$ cat src/hdl/uart_ctl_map.vh
`ifndef UART_CTL_MAP_VH
`define UART_CTL_MAP_VH

// register offsets on the plain register port
`define ADDR_IDENT 3'h0
`define ADDR_FIFO_CTL 3'h1
`define ADDR_LINE_FMT 3'h2
`define ADDR_ENH_FEAT 3'h3
`define ADDR_IRQ_MASK 3'h4
`define ADDR_FEAT_CTL 3'h5
`define ADDR_TRIG_LVL 3'h6
`define ADDR_STATUS 3'h7

// fifo_control_reg fields
`define FC_ENABLE 0
`define FC_RX_RST 1
`define FC_TX_RST 2
`define FC_DMA 3
`define FC_TX_SEL_LO 4
`define FC_RX_SEL_LO 6

// line_format_reg fields
`define LF_STOP 2
`define LF_PAR_EN 3
`define LF_PAR_EVEN 4

// enhanced_feature_reg and interrupt_mask_reg fields
`define EF_ENH 4
`define IM_RX 0
`define IM_TX 1
`define IM_LS 2
`define IM_MS 3
`define IM_XOFF 5
`define IM_RTS 6
`define IM_CTS 7

// feature_control_reg fields
`define FT_TABLE_LO 4
`define FT_TRG_DIR 7

// reset values
`define RST_BYTE 8'h00
`define RST_LEVEL 8'h01
`define RST_CHAR_BITS 4'h5

// identification codes, bits 5..0
`define ID_LINE 6'h06
`define ID_TIMEOUT 6'h0c
`define ID_RX_READY_PIN 6'h04
`define ID_TX_READY_PIN 6'h02
`define ID_MODEM 6'h00
`define ID_XOFF 6'h10
`define ID_FLOW 6'h20
`define ID_NONE 6'h01

// trigger tables, code 00..11 in order
`define TBL_A 2'h0
`define TBL_B 2'h1
`define TBL_C 2'h2
`define TBL_D 2'h3

`endif

$ cat src/hdl/irq_prio_enc.v
`timescale 1ns/1ps
module irq_prio_enc
(
  input wire [6:0] pend_in,
  output reg [5:0] code_out
);
`include "uart_ctl_map.vh"

  // index 0 is level 1, index 6 is level 7
  always @*
  begin
    if (pend_in[0])
      code_out = `ID_LINE;
    else if (pend_in[1])
      code_out = `ID_TIMEOUT;
    else if (pend_in[2])
      code_out = `ID_RX_READY_PIN;
    else if (pend_in[3])
      code_out = `ID_TX_READY_PIN;
    else if (pend_in[4])
      code_out = `ID_MODEM;
    else if (pend_in[5])
      code_out = `ID_XOFF;
    else if (pend_in[6])
      code_out = `ID_FLOW;
    else
      code_out = `ID_NONE;
  end

endmodule // irq_prio_enc

$ cat src/hdl/trig_level_sel.v
`timescale 1ns/1ps
module trig_level_sel
(
  input wire [1:0] table_in,
  input wire [1:0] rx_sel_in,
  input wire [1:0] tx_sel_in,
  input wire [7:0] rx_prog_in,
  input wire [7:0] tx_prog_in,
  output reg [7:0] rx_lvl_out,
  output reg [7:0] tx_lvl_out
);
`include "uart_ctl_map.vh"

  // one table serves both directions
  always @*
  begin
    rx_lvl_out = 8'h01;
    tx_lvl_out = 8'h01;
    case (table_in)
      `TBL_A:
      begin
        tx_lvl_out = 8'h01;
        case (rx_sel_in)
          2'h0: rx_lvl_out = 8'h01;
          2'h1: rx_lvl_out = 8'h04;
          2'h2: rx_lvl_out = 8'h08;
          default: rx_lvl_out = 8'h0e;
        endcase
      end
      `TBL_B:
      begin
        case (rx_sel_in)
          2'h0: rx_lvl_out = 8'h08;
          2'h1: rx_lvl_out = 8'h10;
          2'h2: rx_lvl_out = 8'h18;
          default: rx_lvl_out = 8'h1c;
        endcase
        case (tx_sel_in)
          2'h0: tx_lvl_out = 8'h10;
          2'h1: tx_lvl_out = 8'h08;
          2'h2: tx_lvl_out = 8'h18;
          default: tx_lvl_out = 8'h1e;
        endcase
      end
      `TBL_C:
      begin
        case (rx_sel_in)
          2'h0: rx_lvl_out = 8'h08;
          2'h1: rx_lvl_out = 8'h10;
          2'h2: rx_lvl_out = 8'h38;
          default: rx_lvl_out = 8'h3c;
        endcase
        case (tx_sel_in)
          2'h0: tx_lvl_out = 8'h08;
          2'h1: tx_lvl_out = 8'h10;
          2'h2: tx_lvl_out = 8'h20;
          default: tx_lvl_out = 8'h38;
        endcase
      end
      default:
      begin
        rx_lvl_out = rx_prog_in;
        tx_lvl_out = tx_prog_in;
      end
    endcase
  end

endmodule // trig_level_sel

$ cat src/hdl/uart_ctl_top.v
// The address map and the strobed register port are this design's own decisions.
`timescale 1ns/1ps
// How it works
// - ident bits 5..0 encode top pending source
// - bit 0 high only when nothing pending
// - xoff/special flag needs enhance and mask enable
// - flow pin deassert flag needs enhance enable
// - ident bits 7..6 mirror fifo enable
// - fifo control bits 7..1 ignored unless bit 0 set; bit 0 always taken
// - rx fifo reset pulse, self clearing
// - tx fifo reset pulse, self clearing
// - bit 3 selects dma pin mode
// - tx irq below trigger, or on empty
// - tx trigger field needs enhance enable
// - one trigger table for both directions
// - rx irq when count reaches trigger
// - table A rx 1/4/8/14, tx 1
// - tables B and C fixed levels
// - table D levels from trigger register
// - bits 1..0 set character length 5..8
// - bit 2 gives 1.5 or 2 stop bits
// - bit 3 enables parity
// - bit 4 selects even, else odd
// - read shows only highest pending source
// - tx irq clears on ident read or holding write
module uart_ctl_top
#(
  parameter CW = 7
)
(
  input wire core_clk_in,
  input wire rst_n_in,
  input wire [2:0] addr_in,
  input wire [7:0] wdata_in,
  input wire wr_in,
  input wire rd_in,
  input wire line_status_in,
  input wire rx_timeout_in,
  input wire modem_status_in,
  input wire [CW-1:0] rx_count_in,
  input wire [CW-1:0] tx_count_in,
  input wire xoff_det_in,
  input wire xon_det_in,
  input wire special_det_in,
  input wire rx_char_in,
  input wire cts_deassert_in,
  input wire rts_deassert_in,
  input wire modem_read_in,
  input wire thr_write_in,
  output reg [7:0] rdata_out,
  output reg fifo_en_out,
  output reg dma_mode_out,
  output reg rx_fifo_rst_out,
  output reg tx_fifo_rst_out,
  output reg [3:0] char_bits_out,
  output reg stop_half_out,
  output reg stop_two_out,
  output reg parity_en_out,
  output reg parity_even_out,
  output reg [7:0] rx_trig_out,
  output reg [7:0] tx_trig_out,
  output reg irq_pending_out
);
`include "uart_ctl_map.vh"

  reg fifo_en_q;
  reg dma_q;
  reg [1:0] rx_sel_q;
  reg [1:0] tx_sel_q;
  reg [7:0] line_fmt_q;
  reg [7:0] enh_q;
  reg [7:0] mask_q;
  reg [7:0] feat_q;
  reg [7:0] rx_prog_q;
  reg [7:0] tx_prog_q;
  reg tx_rdy_q;
  reg tx_filled_q;
  reg [CW-1:0] tx_count_prev_q;
  reg xoff_q;
  reg special_q;
  reg flow_q;
  reg [7:0] rdata_d;
  reg tx_rdy_d;
  wire [7:0] rx_lvl;
  wire [7:0] tx_lvl;
  wire [7:0] rx_cnt;
  wire [7:0] tx_cnt;
  wire [7:0] tx_cnt_prev;
  wire [6:0] pend;
  wire [6:0] src_raw;
  wire [6:0] src_gate;
  wire [5:0] id_code;
  wire [7:0] ident;
  wire enh_on;
  wire wr_fc;
  wire rd_id;
  wire rx_hit;
  wire tx_below;
  wire tx_empty_evt;
  wire tx_set;
  wire tx_clr;
  wire xs_clr;
  wire len_five;

  assign enh_on = enh_q[`EF_ENH];
  assign wr_fc = wr_in && (addr_in == `ADDR_FIFO_CTL);
  assign rd_id = rd_in && (addr_in == `ADDR_IDENT);
  assign rx_cnt = {{(8-CW){1'b0}}, rx_count_in};
  assign tx_cnt = {{(8-CW){1'b0}}, tx_count_in};
  assign tx_cnt_prev = {{(8-CW){1'b0}}, tx_count_prev_q};

  trig_level_sel u_trig
  (
    .table_in(feat_q[`FT_TABLE_LO+1:`FT_TABLE_LO]),
    .rx_sel_in(rx_sel_q),
    .tx_sel_in(tx_sel_q),
    .rx_prog_in(rx_prog_q),
    .tx_prog_in(tx_prog_q),
    .rx_lvl_out(rx_lvl),
    .tx_lvl_out(tx_lvl)
  );

  // rx ready: trigger level in fifo mode, any data otherwise
  assign rx_hit = fifo_en_q ? (rx_cnt >= rx_lvl) : (rx_cnt != 8'h00);

  // tx ready: below trigger after a fill past it, else on going empty
  assign tx_below = tx_filled_q && (tx_cnt < tx_lvl);
  assign tx_empty_evt = !tx_filled_q && (tx_cnt == 8'h00) && (tx_cnt_prev != 8'h00);
  assign tx_set = fifo_en_q ? (tx_below || tx_empty_evt)
                            : ((tx_cnt == 8'h00) && (tx_cnt_prev != 8'h00));

  // raw source per priority level, index 0 is level 1
  assign src_raw[0] = line_status_in;
  assign src_raw[1] = rx_timeout_in;
  assign src_raw[2] = rx_hit;
  assign src_raw[3] = tx_rdy_q;
  assign src_raw[4] = modem_status_in;
  assign src_raw[5] = xoff_q || special_q;
  assign src_raw[6] = flow_q;

  // enable per level: mask bits, enhanced mode for levels 6 and 7
  assign src_gate[0] = mask_q[`IM_LS];
  assign src_gate[1] = mask_q[`IM_RX];
  assign src_gate[2] = mask_q[`IM_RX];
  assign src_gate[3] = mask_q[`IM_TX];
  assign src_gate[4] = mask_q[`IM_MS];
  assign src_gate[5] = enh_on && mask_q[`IM_XOFF];
  assign src_gate[6] = enh_on;

  // one gate per priority level
  genvar gi;
  generate
    for (gi = 0; gi < 7; gi = gi + 1)
    begin : g_pend
      assign pend[gi] = src_raw[gi] && src_gate[gi];
    end
  endgenerate

  // code follows the live pending set, so a cleared source gives way at once
  irq_prio_enc u_enc
  (
    .pend_in(pend),
    .code_out(id_code)
  );

  assign ident = {fifo_en_q, fifo_en_q, id_code};

  // an ident read clears the tx ready or xoff/special source only when it reports it; the rest stay queued
  assign tx_clr = (rd_id && (id_code == `ID_TX_READY_PIN)) || thr_write_in;
  assign xs_clr = rd_id && (id_code == `ID_XOFF);

  assign len_five = (line_fmt_q[1:0] == 2'h0);

  // fifo control register, write only
  always @(posedge core_clk_in or negedge rst_n_in)
  begin
    if (!rst_n_in)
    begin
      fifo_en_q <= 1'b0;
      dma_q <= 1'b0;
      rx_sel_q <= 2'h0;
      tx_sel_q <= 2'h0;
      rx_fifo_rst_out <= 1'b0;
      tx_fifo_rst_out <= 1'b0;
    end
    else
    begin
      rx_fifo_rst_out <= 1'b0;
      tx_fifo_rst_out <= 1'b0;
      if (wr_fc)
      begin
        fifo_en_q <= wdata_in[`FC_ENABLE];
        if (wdata_in[`FC_ENABLE])
        begin
          rx_fifo_rst_out <= wdata_in[`FC_RX_RST];
          tx_fifo_rst_out <= wdata_in[`FC_TX_RST];
          dma_q <= wdata_in[`FC_DMA];
          rx_sel_q <= wdata_in[`FC_RX_SEL_LO+1:`FC_RX_SEL_LO];
          if (enh_on)
            tx_sel_q <= wdata_in[`FC_TX_SEL_LO+1:`FC_TX_SEL_LO];
        end
      end
    end
  end

  // line format, enhanced feature, mask, feature control, trigger level
  always @(posedge core_clk_in or negedge rst_n_in)
  begin
    if (!rst_n_in)
    begin
      line_fmt_q <= `RST_BYTE;
      enh_q <= `RST_BYTE;
      mask_q <= `RST_BYTE;
      feat_q <= `RST_BYTE;
      rx_prog_q <= `RST_LEVEL;
      tx_prog_q <= `RST_LEVEL;
    end
    else if (wr_in)
    begin
      case (addr_in)
        `ADDR_LINE_FMT: line_fmt_q <= wdata_in;
        `ADDR_ENH_FEAT: enh_q <= wdata_in;
        `ADDR_IRQ_MASK: mask_q <= wdata_in;
        `ADDR_FEAT_CTL: feat_q <= wdata_in;
        `ADDR_TRIG_LVL:
        begin
          if (feat_q[`FT_TRG_DIR])
            tx_prog_q <= wdata_in;
          else
            rx_prog_q <= wdata_in;
        end
        default:
        begin
          line_fmt_q <= line_fmt_q;
        end
      endcase
    end
  end

  // transmit ready next value; a new event beats a same-cycle clear
  always @*
  begin
    tx_rdy_d = tx_rdy_q;
    if (tx_set)
      tx_rdy_d = 1'b1;
    else if (tx_clr)
      tx_rdy_d = 1'b0;
  end

  // transmit ready tracking
  always @(posedge core_clk_in or negedge rst_n_in)
  begin
    if (!rst_n_in)
    begin
      tx_rdy_q <= 1'b0;
      tx_filled_q <= 1'b0;
      tx_count_prev_q <= {CW{1'b0}};
    end
    else
    begin
      tx_count_prev_q <= tx_count_in;
      if (tx_cnt > tx_lvl)
        tx_filled_q <= 1'b1;
      else if (tx_below || (tx_cnt == 8'h00))
        tx_filled_q <= 1'b0;
      tx_rdy_q <= tx_rdy_d;
    end
  end

  // xoff, special character and flow pin flags
  always @(posedge core_clk_in or negedge rst_n_in)
  begin
    if (!rst_n_in)
    begin
      xoff_q <= 1'b0;
      special_q <= 1'b0;
      flow_q <= 1'b0;
    end
    else
    begin
      if (xoff_det_in && enh_on && mask_q[`IM_XOFF])
        xoff_q <= 1'b1;
      else if (xs_clr || xon_det_in)
        xoff_q <= 1'b0;
      if (special_det_in && enh_on && mask_q[`IM_XOFF])
        special_q <= 1'b1;
      else if (xs_clr || rx_char_in)
        special_q <= 1'b0;
      if (enh_on && ((cts_deassert_in && mask_q[`IM_CTS]) || (rts_deassert_in && mask_q[`IM_RTS])))
        flow_q <= 1'b1;
      else if (modem_read_in)
        flow_q <= 1'b0;
    end
  end

  // read data mux
  always @*
  begin
    rdata_d = 8'h00;
    case (addr_in)
      `ADDR_IDENT: rdata_d = ident;
      `ADDR_LINE_FMT: rdata_d = line_fmt_q;
      `ADDR_ENH_FEAT: rdata_d = enh_q;
      `ADDR_IRQ_MASK: rdata_d = mask_q;
      `ADDR_FEAT_CTL: rdata_d = feat_q;
      `ADDR_STATUS: rdata_d = {4'h0, tx_sel_q, rx_sel_q};
      `ADDR_FIFO_CTL: rdata_d = 8'h00;
      `ADDR_TRIG_LVL: rdata_d = 8'h00;
      default: rdata_d = 8'h00;
    endcase
  end

  // registered outputs
  always @(posedge core_clk_in or negedge rst_n_in)
  begin
    if (!rst_n_in)
    begin
      rdata_out <= 8'h00;
      fifo_en_out <= 1'b0;
      dma_mode_out <= 1'b0;
      char_bits_out <= `RST_CHAR_BITS;
      stop_half_out <= 1'b0;
      stop_two_out <= 1'b0;
      parity_en_out <= 1'b0;
      parity_even_out <= 1'b0;
      rx_trig_out <= `RST_LEVEL;
      tx_trig_out <= `RST_LEVEL;
      irq_pending_out <= 1'b0;
    end
    else
    begin
      rdata_out <= rd_in ? rdata_d : 8'h00;
      fifo_en_out <= fifo_en_q;
      dma_mode_out <= dma_q;
      char_bits_out <= 4'h5 + {2'h0, line_fmt_q[1:0]};
      stop_half_out <= line_fmt_q[`LF_STOP] && len_five;
      stop_two_out <= line_fmt_q[`LF_STOP] && !len_five;
      parity_en_out <= line_fmt_q[`LF_PAR_EN];
      parity_even_out <= line_fmt_q[`LF_PAR_EN] && line_fmt_q[`LF_PAR_EVEN];
      rx_trig_out <= rx_lvl;
      tx_trig_out <= tx_lvl;
      irq_pending_out <= !id_code[0];
    end
  end

endmodule // uart_ctl_top

$ cat config.mk
export PLATFORM = sky130hd
export DESIGN_NAME = uart_ctl_top
export DESIGN_NICKNAME = d
export VERILOG_FILES = /design/src/hdl/irq_prio_enc.v /design/src/hdl/trig_level_sel.v /design/src/hdl/uart_ctl_top.v
export VERILOG_INCLUDE_DIRS = /design/src /design/src/hdl
export SDC_FILE = /design/constraint.sdc
export NUM_CORES = 1
export LEC_CHECK = 0
export ABC_AREA = 1
export ABC_CLOCK_PERIOD_IN_PS = 5640
export BUFFER_PORTS_ARGS = -buffer_cell sky130_fd_sc_hd__buf_4
export CELL_PAD_IN_SITES_DETAIL_PLACEMENT = 0
export CELL_PAD_IN_SITES_GLOBAL_PLACEMENT = 1
export CORE_AREA = 2 2 127 129
export DETAILED_ROUTE_END_ITERATION = 16
export DIE_AREA = 0 0 129 131
export GPL_ROUTABILITY_DRIVEN = 0
export PLACE_DENSITY_LB_ADDON = 0.1
export SLEW_MARGIN = 5
export SYNTH_ARGS = -nofsm -noshare
export SYNTH_HDL_FRONTEND = slang
export SYNTH_SLANG_ARGS = --single-unit
$ cat constraint.sdc
create_clock -name core_clk_in -period 5.64 [get_ports core_clk_in]
set_input_delay 0.564 -clock core_clk_in [delete_from_list [all_inputs] [get_ports core_clk_in]]
set_output_delay 0.564 -clock core_clk_in [all_outputs]
set_load 0.01 [all_outputs]
==> results.yml <==
floorplanning:
  core_area_um2: 15600
  dieHeight_um: 131
  ioPinCount: 77
  rows: 46
  die_w_um: 129
  start_util_pct: 29.5
  die_area_um2: 16900
grt:
  overflow: 0
  grt_max_degree: 68
  grt_pass1_vias: 3660
  globalRouteTotalUtil_pct: 16.0
  grt_first_pass_wirelength_mm: 20.1
  antenna_found_initial: 0
sta:
  slew_violations: 0
  skew_ps: 7.43
  fmax_ghz: 0.358
  finalSetupViolations: 0
  max_slew.worst_pin.slew_ps: 857
  setup_ws_ps: 2850
  min_period_ps: 2790
  setup_tns_ps: 0
  finalCritPeriodShare_pct: 49.5
  max_slew_margin_pct: 42.9
  hold_viol: 0
  rsz0062_at_grt: "no"
critical_path:
  crit_chain: "nand2_1 > inv_1 > nor2_1 > inv_1 > a21oi_1 > nor2_1 > ha_1 > nand2_1 > nor2_1 > nor2_1 > nand2_1 > nand2_1 > nand2_1 > nand2_2 > nand2_4 > nor2_8 > nand4_1 > nand2_1 > nand2_1"
  critical-path-slowest-cell: "dfrtp_1"
  crit_family: "simple AND/OR/NAND/NOR gates"
  critPathBufInv: 2
  cp_max_fo: 13
  cp.arrival_ps: 3040
  cp_common_cell: "nand2_1"
  crit_required_ps: 5890
  cp-end-kind: "register"
  crit_path_max_incr_delay_ps: 440
  r2r_cells: 19
  path_depth: 19
  critPathKind: "reg -> reg"
  startpoint_type: "register"
pwr:
  power_switching_uw: 623
  p_comb_share_pct: 22.0
  p_leak_uw: 0.00285
  power.total_uw: 2060
  p_clk_share_pct: 30.7
  internal_power_uw: 1430
  p_seq_share_pct: 47.3
  swShare_pct: 30.3
  power.ir.vdd_worst_uv: 170
  powerDensity_nw_per_um2: 360
detailed_routing:
  vias: 3596
  wl_mm: 12.6
  postRouteAntennaNets: 0
  drt-initial-drc-count: 222
  wire_per_inst_um: 15.4
  first_pass_iters: 5
  viasPerCell: 4.42
  drc_errors: 0
synthesis:
  synth_compound_area_share_pct: 12.6
  synth_fp_nets: 575
  synth_seq_cells: 103
  seq_area_frac_synth_pct: 56.1
  syn_area_um2: 4610
  yosys.area_share.adder_pct: 5.70
  synth-xor-area-share_pct: 0
  synth_cell_types: 33
  synth_area_per_cell_um2: 8.96
  postSynthCellCount: 514
  muxShareOfSynthArea_pct: 0
  yosys_warnings: 0
  synth_simple_gate_area_share_pct: 18.2
  synth_top_family_by_area: "simple AND/OR/NAND/NOR gates"
cells_and_area:
  mostFrequentLayoutCells: "126 x nand2_1, 97 x dfrtp_1, 78 x inv_1"
  final_common_cell: "nand2_1"
  utilization_pct: 36.6
  fin_nets: 654
  diodes: 0
  fin_cells: 814
  layout-drive-gt1-share_pct: 18.6
  area_delta_synth_final_pct: 23.9
  fill_cells: 1628
cts:
  cts_tree: "built"
  cts_hold_buf: 0
  numCtsBuffers: 9
  post-cts-setup-buffers: 0
  clockBufferDepth: 2
  clk_latency_ps: 350
  cts_resized: 0
  htreeDepth: 3
  clkSlewWorstSetupHoldPaths_ps: 70
  clock-root-buffer: "clkbuf_16"
  clock_sinks: 103
min_path:
  holdCritPathClass: "in -> async"
run_status:
  status: "finished clean"
placement:
  dpl.hpwl_mm: 9.38
  pre_cts_slack_ps: 2860
  numPlacedInstances: 798
  io_buffer_count: 76
job:
  drv_cap: 0
synth_stat cells, drive strengths merged:
library cell | number | area share [%]
ha | 21 | 5.7
o21bai | 1 | 0.16
nor4 | 3 | 0.41
a31oi | 1 | 0.14
nor3 | 5 | 0.90
a22o | 1 | 0.19
a21oi | 19 | 2.1
o2111ai | 2 | 0.38
inv | 80 | 6.5
a221oi | 2 | 0.38
dfstp | 6 | 3.4
o21ai | 66 | 7.2
and2 | 1 | 0.16
clkbuf | 4 | 0.33
dfrtp | 97 | 53
nand4 | 4 | 0.54
o22ai | 4 | 0.54
a22oi | 4 | 0.65
nand3 | 9 | 1.2
a41oi | 3 | 0.57
o211ai | 2 | 0.33
nand2 | 129 | 11
buf | 5 | 0.54
nor2 | 45 | 4.2
path summary, 6_finish.rpt:
kind | from | end | slack, ps
worst max-delay path | feat_q[5] | xoff_q | 2850
worst min-delay path | rst_n_in | tx_trig_out[3] | 310
worst max register to register | feat_q[5] | xoff_q | 2850
worst min register to register | dma_q | dma_mode_out | 390
max in group asynchronous | rst_n_in | rx_prog_q[0] | 4300
min in group core_clk_in | tx_count_in[4] | tx_count_prev_q[4] | 350
power groups by stage:
stage,sequential [uW],clock [uW],combinational [uW]
2_1_floorplan,986,0,246
3_3_place_gp,985,0,457
3_5_place_dp,986,0,461
4_1_cts,974,654,464
5_1_grt,994,682,528
6_report,973,632,451
final cells by class:
class | count | area, um^2 | area share (%)
clock buffers | 13 | 250 | 4.38
well taps | 216 | 270 | 4.73
inverters | 80 | 300 | 5.26
flip-flops and latches | 103 | 2580 | 45.3
multi-input cells | 322 | 1680 | 29.5
clock inverters | 3 | 42.5 | 0.745
repair buffers | 77 | 578 | 10.1
sequential cells by signal, indices dropped and copies added, names as in the netlist, 2 cells and up:
name             count
enh_q                8
char_bits_out        4
tx_prog_q            8
tx_sel_q             2
rx_prog_q            8
feat_q               8
line_fmt_q           8
rx_trig_out          8
mask_q               8
tx_trig_out          8
rx_sel_q             2
tx_count_prev_q      7
rdata_out            8
cells by family (layout without fill, tap and decap cells):
group / Yosys count / in the layout
AOI/OAI and AO/OA: 105 / 105
adders and majority gates: 21 / 21
buffers and inverters: 89 / 173
DFF: 103 / 103
and+or+nand+nor: 196 / 196
stage by stage:
stage               instance area (um^2)  hold slack, ps
floorplan                           4610             268
global placement                    5420             363
detailed placement                  5420             378
CTS                                 5710             332
global route                        5710             331
finish                              5710             314
routing by layer:
metal / track usage [%] / share of wire, % / vias up
met3: 2.52 / 3.1 / 9
li1: - / - / 1808
met4: 5.95 / 1.1 / 0
met5: 0 / 0 / -
met1: 22.8 / 50 / 1709
met2: 24.8 / 46 / 70
Note: power is estimated with default switching activity, not from simulation.
